## config.mk

```make
export PLATFORM = sky130hd
export DESIGN_NAME = diag_interrupt_section_framer
export DESIGN_NICKNAME = d
export VERILOG_FILES = /design/src/diag_interrupt_section_framer.v /design/src/pipe_buf2.v /design/src/section_start_calc.v
export VERILOG_INCLUDE_DIRS = /design/src
export SDC_FILE = /design/constraint.sdc
export NUM_CORES = 1
export LEC_CHECK = 0
export ABC_AREA = 1
export BUFFER_PORTS_ARGS = -buffer_cell sky130_fd_sc_hd__buf_2
export CAP_MARGIN = 30
export CORE_MARGIN = 2
export CORE_UTILIZATION = 60
export CTS_CLUSTER_SIZE = 28
export DETAILED_ROUTE_END_ITERATION = 8
export GPL_TIMING_DRIVEN = 0
export PLACE_DENSITY = 0.86
export SYNTH_ARGS = -nofsm -noshare
export SYNTH_HDL_FRONTEND = slang
export SYNTH_SLANG_ARGS = --single-unit
```

## constraint.sdc

```tcl
create_clock -name clk_sys -period 7 [get_ports clk_sys]
set_clock_uncertainty 0.15 [all_clocks]
set_input_delay 0.7 -clock clk_sys [delete_from_list [all_inputs] [get_ports clk_sys]]
set_output_delay 0.7 -clock clk_sys [all_outputs]
set_load 0.02 [all_outputs]
```

## src/diag_irq_defs.vh

```
/*
  Constants for the interrupt section framer: section sizes, byte
  positions, event kinds and interrupt type codes.
  Assumes it is included by bare name from each design file.
*/
`ifndef DIAG_IRQ_DEFS_VH
`define DIAG_IRQ_DEFS_VH

// Section sizes in bytes
`define SEC_MAX_BYTES 29
`define SEC_HDR_BYTES 4
`define DIAG_REC1_BYTES 16
`define HW_INFO_BYTES 4
`define REMINS_INFO_BYTES 5

// Start byte of the section within the frame
`define SEC_BASE_BYTE 9
`define MODSTAT_BYTES 5
`define CHANDIAG_BYTES 3

// Byte positions inside the section
`define POS_LEN 0
`define POS_TYPE 1
`define POS_SLOT 2
`define POS_SPEC 3
`define POS_CAUSE 4
`define POS_CAUSE_END 7
`define POS_CODE_HI 7
`define POS_CODE_LO 8
`define MOD_ERR_BIT 0

// Event kinds from the backplane
`define KIND_DIAG 3'h0
`define KIND_HW 3'h1
`define KIND_EOC 3'h2
`define KIND_PULL 3'h3
`define KIND_PLUG 3'h4

// Interrupt type codes placed in the type byte
`define TYPE_DIAG 8'h01
`define TYPE_HW 8'h02
`define TYPE_PULL 8'h03
`define TYPE_PLUG 8'h04
`define SPEC_COMING 8'h01
`define EOC_FILL 8'hFF

`endif

```

## src/diag_interrupt_section_framer.v

```verilog
/*
  Interrupt section framer: latches one alarm from the backplane and
  emits it as the closing bytes of the slave diagnosis frame. The
  section carries a four-byte type header and the cause bytes of the
  alarm; its length follows the alarm kind.
  Assumes backplane events and frame requests come from logic on
  clk_sys, and that secReq is pulsed once all earlier frame parts
  have gone out. Assumes the frame configuration inputs are steady
  while a section is being read. The master may stall the byte
  stream in any cycle.
*/
`include "diag_irq_defs.vh"

module diag_interrupt_section_framer #(
  parameter DIAG_LEN = `DIAG_REC1_BYTES
) (
  input wire clk_sys,
  input wire srst,
  input wire cfgRemInsIrq,
  input wire cfgActiveBus,
  input wire cfgModStatus,
  input wire [4:0] chanDiagCount,
  input wire evtValid,
  output wire evtReady,
  input wire [2:0] evtKind,
  input wire [7:0] evtSlot,
  input wire evtDummy,
  input wire evtChan0,
  input wire [31:0] evtRec0,
  input wire [8*(DIAG_LEN-4)-1:0] evtRec1,
  input wire [15:0] evtTypeCode,
  input wire secReq,
  output reg secNone,
  output wire secBusy,
  output wire outValid,
  input wire outReady,
  output wire [7:0] outData,
  output wire [7:0] outIndex,
  output wire outLast,
  output reg stationFail,
  output reg modChange,
  output wire alarmPending
);

  localparam MEM = `SEC_HDR_BYTES + DIAG_LEN;
  localparam integer LEN_D_RAW = `SEC_HDR_BYTES + DIAG_LEN;
  // Long records are cut so the section never outgrows its limit
  localparam integer LEN_D_CAP = (LEN_D_RAW > `SEC_MAX_BYTES) ?
    `SEC_MAX_BYTES : LEN_D_RAW;
  localparam integer LEN_H_RAW = `SEC_HDR_BYTES + `HW_INFO_BYTES;
  localparam integer LEN_R_RAW = `SEC_HDR_BYTES + `REMINS_INFO_BYTES;
  localparam [4:0] LEN_DIAG = LEN_D_CAP[4:0];
  localparam [4:0] LEN_HW = LEN_H_RAW[4:0];
  localparam [4:0] LEN_RI = LEN_R_RAW[4:0];
  localparam [1:0] ST_IDLE = 2'b01;
  localparam [1:0] ST_SEND = 2'b10;

  reg [1:0] state_r;
  reg pend_r;
  reg [4:0] len_r;
  reg [4:0] idx_r;
  reg [7:0] startX_r;
  reg [7:0] secMem_r [0:MEM-1];
  wire [8*MEM-1:0] fillVec;
  wire [7:0] startByte;
  wire accept;
  wire isRemIns;
  wire isDiag;
  wire isHw;
  wire isEoc;
  wire raise;
  reg [4:0] lenSel;
  reg [7:0] typeSel;
  wire bufInReady;
  wire pushByte;
  wire lastByte;
  integer k;
  reg [1:0] state_nxt;
  reg [4:0] idx_nxt;
  reg [7:0] startX_nxt;
  reg secNone_nxt;
  reg pend_nxt;
  reg [4:0] len_nxt;
  reg stationFail_nxt;
  reg modChange_nxt;
  wire [7:0] absIndex;
  wire [16:0] bufWord;

  ////////////////////////////////////////////////////////////////////
  // Event intake

  // One alarm held at a time; the next waits until it is sent
  assign evtReady = !pend_r;
  assign alarmPending = pend_r;
  assign accept = evtValid && evtReady;
  assign isRemIns = (evtKind == `KIND_PULL) || (evtKind == `KIND_PLUG);
  assign isDiag = (evtKind == `KIND_DIAG);
  assign isHw = (evtKind == `KIND_HW);
  assign isEoc = (evtKind == `KIND_EOC);
  // Changes are always taken; only the alarm is gated
  assign raise = accept && (!isRemIns ||
    (cfgRemInsIrq && !evtDummy));

  always @* begin
    case (evtKind)
      `KIND_DIAG: begin
        lenSel = LEN_DIAG;
        typeSel = `TYPE_DIAG;
      end
      `KIND_HW: begin
        lenSel = LEN_HW;
        typeSel = `TYPE_HW;
      end
      // End of cycle shares the hardware type and length
      `KIND_EOC: begin
        lenSel = LEN_HW;
        typeSel = `TYPE_HW;
      end
      `KIND_PULL: begin
        lenSel = LEN_RI;
        typeSel = `TYPE_PULL;
      end
      `KIND_PLUG: begin
        lenSel = LEN_RI;
        typeSel = `TYPE_PLUG;
      end
      default: begin
        lenSel = LEN_HW;
        typeSel = `TYPE_HW;
      end
    endcase
  end

  ////////////////////////////////////////////////////////////////////
  // Additional information bytes, x+4 upward

  // Header bytes come from their own registers, not from here
  assign fillVec[8*`POS_CAUSE-1:0] = {(8*`POS_CAUSE){1'b0}};

  genvar g;
  generate
    for (g = `POS_CAUSE; g < MEM; g = g + 1) begin : fill
      if (g <= `POS_CAUSE_END) begin : cause
        wire [7:0] rec0B;
        wire [7:0] modErr;
        reg [7:0] causeB;
        assign rec0B = evtRec0[8*(g-`POS_CAUSE) +: 8];
        // Channel 0 also marks the module faulty, enable or not
        assign modErr = (g == `POS_CAUSE && isDiag && evtChan0) ?
          (8'h01 << `MOD_ERR_BIT) : 8'h00;
        always @* begin
          if (isDiag || isHw) begin
            causeB = rec0B | modErr;
          end else if (isEoc) begin
            causeB = `EOC_FILL;
          end else if (isRemIns && g == `POS_CODE_HI) begin
            causeB = evtTypeCode[15:8];
          end else begin
            causeB = 8'h00;
          end
        end
        assign fillVec[8*g +: 8] = causeB;
      end else begin : rest
        reg [7:0] restB;
        always @* begin
          if (isDiag) begin
            restB = evtRec1[8*(g-`POS_CAUSE_END-1) +: 8];
          end else if (isRemIns && g == `POS_CODE_LO) begin
            restB = evtTypeCode[7:0];
          end else begin
            restB = 8'h00;
          end
        end
        assign fillVec[8*g +: 8] = restB;
      end
    end
  endgenerate

  ////////////////////////////////////////////////////////////////////
  // Alarm store and side effects

  // Raise and clear never meet: intake is closed while an alarm waits
  always @* begin
    pend_nxt = pend_r;
    len_nxt = len_r;
    stationFail_nxt = 1'b0;
    modChange_nxt = 1'b0;
    if (accept && isRemIns) begin
      modChange_nxt = 1'b1;
      stationFail_nxt = cfgActiveBus;
    end
    if (raise) begin
      pend_nxt = 1'b1;
      len_nxt = lenSel;
    end else if (pushByte && lastByte) begin
      pend_nxt = 1'b0;
    end
  end

  always @(posedge clk_sys) begin
    if (srst) begin
      pend_r <= 1'b0;
      len_r <= 5'h00;
      stationFail <= 1'b0;
      modChange <= 1'b0;
    end else begin
      pend_r <= pend_nxt;
      len_r <= len_nxt;
      stationFail <= stationFail_nxt;
      modChange <= modChange_nxt;
    end
  end

  // Section bytes are written only on intake and read while sending
  always @(posedge clk_sys) begin
    if (srst) begin
      for (k = 0; k < MEM; k = k + 1)
        secMem_r[k] <= 8'h00;
    end else if (raise) begin
      secMem_r[`POS_LEN] <= {3'h0, lenSel};
      secMem_r[`POS_TYPE] <= typeSel;
      secMem_r[`POS_SLOT] <= evtSlot;
      secMem_r[`POS_SPEC] <= `SPEC_COMING;
      for (k = `POS_CAUSE; k < MEM; k = k + 1)
        secMem_r[k] <= fillVec[8*k +: 8];
    end
  end

  ////////////////////////////////////////////////////////////////////
  // Section emission

  section_start_calc startCalc (
    .modStatusOn(cfgModStatus),
    .chanDiagCount(chanDiagCount),
    .startByte(startByte)
  );

  assign secBusy = (state_r == ST_SEND);
  assign pushByte = secBusy && bufInReady;
  assign lastByte = (idx_r == len_r - 5'h01);

  // The start byte is taken once per request, so the frame setup may
  // change between sections but never within one
  always @* begin
    state_nxt = state_r;
    idx_nxt = idx_r;
    startX_nxt = startX_r;
    secNone_nxt = 1'b0;
    case (state_r)
      ST_IDLE: begin
        if (secReq) begin
          startX_nxt = startByte;
          idx_nxt = 5'h00;
          if (pend_r)
            state_nxt = ST_SEND;
          else
            secNone_nxt = 1'b1;
        end
      end
      ST_SEND: begin
        // Requests while sending are ignored
        if (pushByte) begin
          idx_nxt = idx_r + 5'h01;
          if (lastByte)
            state_nxt = ST_IDLE;
        end
      end
      default: state_nxt = ST_IDLE;
    endcase
  end

  always @(posedge clk_sys) begin
    if (srst) begin
      state_r <= ST_IDLE;
      idx_r <= 5'h00;
      startX_r <= 8'h00;
      secNone <= 1'b0;
    end else begin
      state_r <= state_nxt;
      idx_r <= idx_nxt;
      startX_r <= startX_nxt;
      secNone <= secNone_nxt;
    end
  end

  // Index wraps past byte 255; longer frames are not supported
  assign absIndex = startX_r + {3'h0, idx_r};
  assign bufWord = {lastByte, absIndex, secMem_r[idx_r]};

  // Stall by the master holds emission; no byte is lost
  pipe_buf2 #(
    .W(17)
  ) outBuf (
    .clk_sys(clk_sys),
    .srst(srst),
    .inValid(secBusy),
    .inReady(bufInReady),
    .inData(bufWord),
    .outValid(outValid),
    .outReady(outReady),
    .outData({outLast, outIndex, outData})
  );

endmodule // diag_interrupt_section_framer

```

## src/pipe_buf2.v

```verilog
/*
  Two-entry buffer with valid and ready on both sides.
  Assumes one clock and a synchronous active-high reset.
*/
`include "diag_irq_defs.vh"

module pipe_buf2 #(
  parameter W = 8
) (
  input wire clk_sys,
  input wire srst,
  input wire inValid,
  output wire inReady,
  input wire [W-1:0] inData,
  output wire outValid,
  input wire outReady,
  output wire [W-1:0] outData
);

  reg [W-1:0] ent0_r;
  reg [W-1:0] ent1_r;
  reg [1:0] cnt_r;
  wire push;
  wire pop;

  assign inReady = (cnt_r != 2'h2);
  assign outValid = (cnt_r != 2'h0);
  assign outData = ent0_r;
  assign push = inValid && inReady;
  assign pop = outValid && outReady;

  always @(posedge clk_sys) begin
    if (srst) begin
      cnt_r <= 2'h0;
      ent0_r <= {W{1'b0}};
      ent1_r <= {W{1'b0}};
    end else begin
      // Head slot always holds the oldest word
      if (pop) begin
        ent0_r <= (cnt_r == 2'h2) ? ent1_r : inData;
        if (push && cnt_r == 2'h2)
          ent1_r <= inData;
      end else if (push) begin
        if (cnt_r == 2'h0)
          ent0_r <= inData;
        else
          ent1_r <= inData;
      end
      if (push && !pop)
        cnt_r <= cnt_r + 2'h1;
      else if (pop && !push)
        cnt_r <= cnt_r - 2'h1;
    end
  end

endmodule // pipe_buf2

```

## src/section_start_calc.v

```verilog
/*
  Start byte of the interrupt section within the diagnosis frame.
  Assumes the configuration inputs are steady while a frame is read.
*/
`include "diag_irq_defs.vh"

module section_start_calc (
  input wire modStatusOn,
  input wire [4:0] chanDiagCount,
  output wire [7:0] startByte
);

  localparam integer MODSTAT_I = `MODSTAT_BYTES;
  localparam integer CHAN_I = `CHANDIAG_BYTES;
  localparam integer BASE_I = `SEC_BASE_BYTE;
  localparam [7:0] MODSTAT_B = MODSTAT_I[7:0];
  localparam [7:0] CHAN_B = CHAN_I[7:0];
  localparam [7:0] BASE_B = BASE_I[7:0];

  wire [7:0] modPart;
  wire [7:0] chanPart;

  assign modPart = modStatusOn ? MODSTAT_B : 8'h00;
  assign chanPart = {3'h0, chanDiagCount} * CHAN_B;
  assign startByte = BASE_B + modPart + chanPart;

endmodule // section_start_calc

```

==> summary.md, run 1 <==
| Metric | Value |
|---|---|
| Outcome | finished clean |
| Syn avg cell area | between 8 and 9 um^2 |
| Dominant cell type by area after synthesis | edfxtp_1 |
| Final setup viols | 0 |
| Leakage | 5.880 nW |
| Rel. slew slack | 60.49% |
| Via count | 8978 |
| Clk pwr share | a little over a third |
| Yosys warns | 0 |
| Cell Pwr Density | about 260 mW/mm^2 |
| I/O Buffers | roughly 190 |
| Residual DRC | 0 |
| Max Buffers Root-to-Sink | 3 |
| Combinational cell fraction of total power | between 10% and 20% |
| Ant. Diodes | 0 |
| VDD IR-drop max | between 150 and 200 uV |
| HPWL Detailed | between 15 and 20 mm |
| Global-route wire length before repair | around 42 mm |
| Syn_nets | between 1000 and 1500 |
| Area contributors post-synth | edfxtp_1 (42%), dfxtp_1 (12%), inv_1 (7.2%), nor2_1 (6.9%), nand2_1 (6.8%) |
| Hold/Removal Path Class | in -> reg |
| Mux cell area share after synthesis | less than 1% |
| Cell Area, Synth | roughly 0.010 mm^2 |
| Largest net degree at the start of global routing | 65 |
| Die area | 0.01794 mm^2 |
| CP cell instances | buf_2, inv_1, fa_1, inv_1, ha_1, a21oi_1, nand2_1, nand2_1, nand2_1, a21oi_1, xnor2_1, o21ai_0, inv_1 |
| Via density | 5.474 |
| CTS H-tree lvls | 1 |
| Top-Level Pins | roughly 190 |
| Num CTS Buffers | 22 |
| Syn-to-layout area delta | 19.67% |
| GRT Overall Usage | a little under a third |
| Post-synthesis instance total | 1186 |
| Worst skew pair latency | 0.51 ns |
| WS Path Type | in -> reg |
| Synth top cells by count | inv_1 (194), nor2_1 (186), nand2_1 (183), edfxtp_1 (142), nand3_1 (103) |
| Die width | 133.9 um |
| Total wire length | between 20 and 30 mm |
| Post-Synth XOR/XNOR Area | a little over 1% |
| Total power | 3.144 mW |
| Initial Util | 61.31% |
| Critical path peak fanout | 4 |
| DRT iter0 DRCs | 1092 |
| Clock slew at reported path FFs | ~0.06 ns |
| Yosys reg bits | roughly 210 |
| Worst-Margin Slew | just under 0.6 ns |
| Crit path time final | 2.357 ns |
| Initial antenna violation count | 0 |
| Setup Buffers After CTS | 0 |
| Max cap viols | 0 |
| CP Capture Type | flop |
| Final Cycle Share | ~34% |
| Sequential area share after synthesis | roughly 55% |
| Ys async rst share | 0% |
| FMAX | 0.4243 GHz |
| EDFF count, synth | between 100 and 150 |
| Share of cells above drive strength 1 | between 20% and 30% |
| Post-CTS Hold Buffers | 0 |
| RSZ-0062 raised after global routing | no |
| Final Hold Viols | 0 |
| Clock sinks | 205 |
| Nets | approximately 1600 |
| Top FF cell, synth | edfxtp_1 |
| Critical path arrival | between 2 and 3 ns |
| Core Region | ~0.017 mm^2 |
| GP Congestion | just over 0.9 |
| Routed length per placed instance | 16.43 um |
| Slowest stage delay, CP | 0.53 ns |
| Setup Total Neg Slack | 0 ns |
| GR Overflow Total | 0 |
| Adder-cell share of the synthesized area | 2.692% |
| Area share of the largest cell type after synthesis | 42.09% |
| Drt pass-1 iters | 6 |
| Flop pwr share | 46.1% |
| Place WS | ~4.1 ns |
| Vias in the first global route | ~8600 |
| CTS resizes | 0 |
| Internal Power | roughly 2.2 mW |
| Most common cell in the netlist | inv_1 |
| Filler instances | about 1200 |
| Post-route ant nets | 0 |
| Root buffer cell | clkbuf_16 |
| Synth Area in Simple Gates | roughly 20% |
| Fin. max-slew vios | 0 |
| Startpoint types | input pin |
| Largest family of logic cells by synthesized area | simple AND/OR/NAND/NOR gates |
| Cell Rows | between 40 and 50 |
| Sw power | 0.9024 mW |
| CTS tree | yes |
| Compound-Gate Fraction of Synth Area | 10.19% |
| Highest-delay cell along the critical path | fa_1 |
| Die Y | between 100 and 150 um |
| Worst path required time | 7.26 ns |
| Yosys cell types | 47 |
| Switch share | between 20% and 30% |
| Setup WS post-layout | 4.643 ns |
[layout by cell type (no fill, tap or decap), types with 7 or more instances in the layout]
master / n
buf_2: 218
inv_1: 194
nor2_1: 186
nand2_1: 182
edfxtp_1: 142
nand3_1: 103
a21oi_1: 90
o21ai_0: 66
dfxtp_1: 63
clkbuf_1: 24
clkbuf_16: 24
ha_1: 17
buf_4: 11
xor2_1: 9
o211ai_1: 8
a22o_1: 7
[layout make-up]
class	instances	area (um^2)	share of cell area [%]
clock inverter	8	43.79	0.3612
buffer	61	340.3	2.807
inverter	202	760.7	6.275
timing repair buffer	194	1016	8.380
multi-input combinational	718	3512	28.97
clock buffer	32	650.6	5.366
sequential	205	5525	45.57
tap	220	275.3	2.270
[worst max-delay path, delay by kind of cell]
kind,cells,cell delay [ns]
AOI/OAI and AO/OA,3,0.44
xor gates and xnor gates,1,0.07
adders and majority gates,2,0.88
buffers and inverters,4,0.30
and+or+nand+nor,3,0.21
[flip-flops by register name, indices dropped and copies added (netlist names), named ones only]
| signal | flops |
|---|---|
| len_r | 3 |
| state_r | 2 |
| alarmPending | 1 |
| outBuf.ent1_r | 17 |
| secNone | 1 |
| outBuf.outData | 17 |
| outBuf.cnt_r | 2 |
| secMem_r | 143 |
| modChange | 1 |
| startX_r | 7 |
| idx_r | 5 |
| stationFail | 1 |
[final timing paths]
| check | startpoint | endpoint | slack [ns] | cells after the start |
|---|---|---|---|---|
| max | cfgModStatus | startX_r[5] | 4.64 | 13 |
| min | cfgActiveBus | stationFail | 0.26 | 3 |
| max reg2reg | len_r[0] | state_r[1] | 4.66 | 10 |
| min reg2reg | outBuf.outData[4] | outBuf.outData[4] | 0.32 | 2 |
[power groups by stage]
stage	clock, mW	combinational, mW	sequential [mW]
after floorplan	0	0.334	1.50
after global placement	0	0.535	1.48
after detailed placement	0	0.555	1.47
after CTS	1.12	0.562	1.45
after global routing	1.16	0.630	1.46
final	1.12	0.570	1.45
[routing by layer]
| metal | routed length (um) | GRT usage (%) | up-vias |
|---|---|---|---|
| met5 | 0 | 0 | - |
| met4 | 1099 | 12.71 | 0 |
| met3 | 2879 | 4.762 | 75 |
| met2 | 12690 | 49.54 | 559 |
| met1 | 10280 | 39.88 | 4074 |
| li1 | - | - | 4270 |
[cells by family (layout without fill, tap and decap cells)]
group | after synthesis | in the layout
and+or+nand+nor | 495 | 495
buffers and inverters | 263 | 497
DFF | 205 | 205
AOI/OAI and AO/OA | 188 | 188
adders and majority gates | 20 | 20
xor gates and xnor gates | 12 | 12
muxes | 3 | 3
[metrics by stage]
| stage | hold WS [ns] | cell area (um^2) | cells | util [%] |
|---|---|---|---|---|
| after floorplan | 0.2854 | 10130 | 1186 | - |
| after global placement | 0.3038 | 11370 | 1598 | 68.79 |
| after detailed placement | 0.3067 | 11430 | 1600 | 69.17 |
| after CTS | 0.2523 | 12120 | 1640 | 73.37 |
| after global routing | 0.2757 | 12120 | 1640 | 73.37 |
| final | 0.2573 | 12120 | 1640 | 73.37 |
No activity file was read; power rests on OpenSTA's default activity.
==> inputs of run 2 (changes only) <==
Settings changed: ABC_AREA 1 to 0, CORE_UTILIZATION 60 to 56, PLACE_DENSITY 0.86 to 0.81.
Clock period 7 ns to 2.3 ns, I/O delays scaled along.
==> run 2 against run 1 <==
Against the previous run:
- the run now ends with negative setup slack left
- flip-flop and latch count stayed put
- synthesized cell count is 26% lower
- global-route usage rose by 4.3 points
- sequential power rose to 3.0 times the previous value
- worst hold slack lost 0.25 ns
- synthesized area is 2.3% lower
- die area grew 4.5%
- core utilization up 5.4 points
- total power grew to 2.9 times the previous value
- largest cell class unchanged
- largest power group unchanged
- highest routed layer unchanged
==> summary.md, run 2 <==
| Metric | Value |
|---|---|
| Reg with most FFs | secMem_r (unchanged) |
| Hold path cells | 4 (was 3) |
| Post-synthesis instance total | 875 (was 1186) |
| Yosys warns | 0 (unchanged) |
| Total power | 9.077 mW (was 3.144 mW) |
| HPWL Detailed | 18.60 mm (was 19.35 mm) |
| Switch share | 24.45% (was 28.70%) |
| Failing checks | negative setup slack |
| Met2 global-route usage | 57.52% (was 49.54%) |
| Cell Rows | 48 (was 47) |
| Final Cycle Share | 100.2% |
| GP Congestion | 0.8857 (was 0.9353) |
| Routed length per placed instance | 21.76 um (was 16.43 um) |
| Yosys cell types | 57 (was 47) |
| Worst hold slack | 0.002299 ns (was 0.2573 ns) |
| Worst skew pair latency | 0.51 ns (about the same) |
| Final Hold Viols | 0 (unchanged) |
| Filler instances | 985 (was 1207) |
| Synth top cells by count | edfxtp_1 (142), and2_1 (95), nand2_1 (72), a21oi_1 (66), dfxtp_1 (63) (was inv_1 (194), nor2_1 (186), nand2_1 (183), edfxtp_1 (142), nand3_1 (103)) |
| CTS tree | yes (unchanged) |
| Cell Pwr Density | 666.4 mW/mm^2 (was 259.4 mW/mm^2) |
| Ys async rst share | 0% (unchanged) |
| VDD IR-drop max | 641.4 uV (was 174.5 uV) |
| DRT iter0 DRCs | 940 (was 1092) |
| Dominant cell type by area after synthesis | edfxtp_1 (unchanged) |
| Top FF cell, synth | edfxtp_1 (unchanged) |
| Clock slew at reported path FFs | 0.07 ns (was 0.06 ns) |
| Initial Util | 57.20% (was 61.31%) |
| Initial antenna violation count | 2 (was 0) |
| Commonest non-fill, non-tap cell in the layout | buf_2 (unchanged) |
| Final Non-Filler Cells | 1487 (was 1640) |
| Routing usage on met3 | 6.778% (was 4.762%) |
| Syn_nets | 1065 (was 1376) |
| Worst path required time | 2.56 ns (was 7.26 ns) |
| Hold/Removal Path Class | in -> reg (unchanged) |
| Area share of the largest cell type after synthesis | 43.10% (was 42.09%) |
| Clk pwr share | 39.4% (was 35.8%) |
| Sequential cell area | 0.005527 mm^2 (was 0.005525 mm^2) |
| Multi-input logic area | 0.004065 mm^2 (was 0.003512 mm^2) |
| EDFF count, synth | 142 (unchanged) |
| GR Overflow Total | 0 (unchanged) |
| R2R Setup Slk | -0.004 ns (was 4.66 ns) |
| FMAX | 0.4340 GHz |
| Critical path peak fanout | 10 (was 4) |
| Setup Total Neg Slack | -0.003950 ns (was 0 ns) |
| Reg2reg path depth | 7 (was 10) |
| Via count | 8959 (was 8978) |
| CTS H-tree lvls | 1 (unchanged) |
| Drt pass-1 iters | 5 (was 6) |
| Rel. slew slack | 55.79% (was 60.49%) |
| Via density | 6.025 (was 5.474) |
| Post-route ant nets | 0 (unchanged) |
| Leakage | 5.520 nW (was 5.880 nW) |
| Busiest grt layer | met2 (unchanged) |
| Dpl cells | 1293 (was 1600) |
| Max Buffers Root-to-Sink | 3 (unchanged) |
| Largest net degree at the start of global routing | 49 (was 65) |
| Setup WS post-layout | -0.003950 ns (was 4.643 ns) |
| Syn avg cell area | 11.31 um^2 (was 8.542 um^2) |
| Commonest non-fill, non-tap cells in the layout | buf_2 (192), dlygate4sd3_1 (148), edfxtp_1 (142) (was buf_2 (218), inv_1 (194), nor2_1 (186)) |
| Hold EP | startX_r[6] (was stationFail) |
| Die area | 0.01875 mm^2 (was 0.01794 mm^2) |
| Syn-to-layout area delta | 37.66% (was 19.67%) |
| Most common cell in the netlist | edfxtp_1 (was inv_1) |
| Final Util | 78.75% (was 73.37%) |
| WS Path Type | reg -> reg (was in -> reg) |
| I/O Buffers | 189 (was 192) |
| Final setup viols | 1 (was 0) |
| Vias in the first global route | 8871 (was 8628) |
| Root buffer cell | clkbuf_16 (unchanged) |
| Die Y | 136.9 um (was 133.9 um) |
| Share of cells above drive strength 1 | 25.20% (was 20.63%) |
| Residual DRC | 0 (unchanged) |
| Max cap viols | 0 (unchanged) |
| Yosys reg bits | 205 (unchanged) |
| Min-delay src | chanDiagCount[4] (was cfgActiveBus) |
| Sw power | 2.219 mW (was 0.9024 mW) |
| Max reg flops | 143 (unchanged) |
| Nets | 1432 (was 1594) |
| Crit path time final | between 2 and 2.5 ns |
| Sequential area share after synthesis | 55.84% (was 54.54%) |
| Core Region | 0.01730 mm^2 (was 0.01652 mm^2) |
| Outcome | finished with violations (was finished clean) |
| GRT Overall Usage | 34.39% (was 30.06%) |
| Startpoint types | flop (was input pin) |
| CP Capture Type | flop (unchanged) |
| Area contributors post-synth | edfxtp_1 (43%), dfxtp_1 (13%), and2_1 (6.0%), a21oi_1 (3.3%), mux4_2 (3.0%) (was edfxtp_1 (42%), dfxtp_1 (12%), inv_1 (7.2%), nor2_1 (6.9%), nand2_1 (6.8%)) |
| Cell Area, Synth | 0.009894 mm^2 (was 0.01013 mm^2) |
| R2r endpoint | outBuf.ent1_r[6] (was state_r[1]) |
| Die width | 136.9 um (was 133.9 um) |
| Fin. max-slew vios | 0 (unchanged) |
| Internal Power | 6.858 mW (was 2.242 mW) |
| Top-Level Pins | 194 (unchanged) |
| M1 GR Usage | 41.80% (was 39.88%) |
| Num CTS Buffers | 22 (unchanged) |
| Combinational cell fraction of total power | 13.3% (was 18.1%) |
| Total wire length | 32.36 mm (was 26.95 mm) |
| Flop pwr share | 47.3% (was 46.1%) |
| Global-route wire length before repair | 48.01 mm (was 42.34 mm) |
| Clock sinks | 205 (unchanged) |
| Critical path arrival | 2.57 ns (was 2.61 ns) |
| Worst-Margin Slew | 0.6632 ns (was 0.5881 ns) |
-- run 2: changes by cell type after synthesis, moves of 20 or more --
cell and delta:
o21ai_0 -40, and2_1 +94, nand3_1 -95, mux2i_1 +20
a21oi_1 -24, inv_1 -169, a211oi_1 +20, nor2_1 -134
nand2_1 -111
-- run 2: timing repair --
action | 4_1_cts | 5_1_grt
hold buffers | 148 | 0
gates cloned | 1 | 0
resized for setup | 17 | 36
pin swaps | 0 | 3
endpoints found under the setup margin | 51 | 63
setup buffers | 0 | 2
endpoints found under the hold margin | 139 | 0
-- run 2: metal layers --
metal	vias to the layer above	share of wire, %	routed length (um)
met2	711	49	15720
met1	4137	34	11160
met5	-	0	0
li1	3940	-	-
met3	171	11	3490
met4	0	6.2	1998
-- run 2: through the flow --
stage,setup slack [ns],cell area [um^2]
6_report,-0.003950,13620
5_1_grt,-0.01805,13620
4_1_cts,-0.02363,13500
3_5_place_dp,-0.6017,11240
3_3_place_gp,-2.491,11180
2_1_floorplan,-1.509,9948
-- run 2: worst max-delay path by stage --
stage               startpoint           endpoint  slack (ns)
floorplan           evtKind[0]     secMem_r[0][0]       -1.51
global placement    evtKind[2]    secMem_r[13][0]       -2.49
detailed placement  evtKind[2]    secMem_r[10][3]       -0.60
CTS                       flop   outBuf.ent1_r[6]       -0.02
global route              flop  outBuf.outData[4]       -0.02
finish                    flop   outBuf.ent1_r[6]      -0.004
-- run 2: critical path: stages (launching register included) --
cell and delay [ns]:
dfxtp_1 0.30, clkbuf_4 0.21, buf_8 0.18, nand2b_4 0.21
o21ai_0 0.13, a2111oi_2 0.57, o21ai_2 0.17, a211oi_1 0.29
-- run 2: kinds of logic (layout without fill, tap and decap cells) --
group,Yosys count,in the layout,synth area share (%)
buffers and inverters,84,467,4.299
xor gates and xnor gates,15,15,1.328
muxes,50,50,6.879
DFF,205,205,55.84
AOI/OAI and AO/OA,194,194,12.54
adders and majority gates,20,20,2.757
and+or+nand+nor,307,307,16.35
other,0,4,0
-- run 2: power groups by stage --
| stage | Clock, mW | Combinational [mW] | Sequential, mW |
|---|---|---|---|
| 3_5_place_dp | 0 | 0.933 | 4.36 |
| 3_3_place_gp | 0 | 0.897 | 4.36 |
| 2_1_floorplan | 0 | 0.531 | 4.38 |
| 4_1_cts | 3.52 | 1.13 | 4.28 |
| 6_report | 3.58 | 1.21 | 4.29 |
| 5_1_grt | 3.69 | 1.30 | 4.31 |
-- run 2: area by class of cell --
| class | instances | share of cell area, % |
|---|---|---|
| Clock buffer | 32 | 4.841 |
| Multi-Input combinational cell | 586 | 29.85 |
| Sequential cell | 205 | 40.57 |
| Tap cell | 225 | 2.067 |
| Inverter | 25 | 0.7165 |
| Antenna cell | 4 | 0.07349 |
| Timing Repair Buffer | 343 | 18.41 |
| Buffer | 58 | 2.912 |
| Timing Repair inverter | 1 | 0.03674 |
| Clock inverter | 8 | 0.5236 |
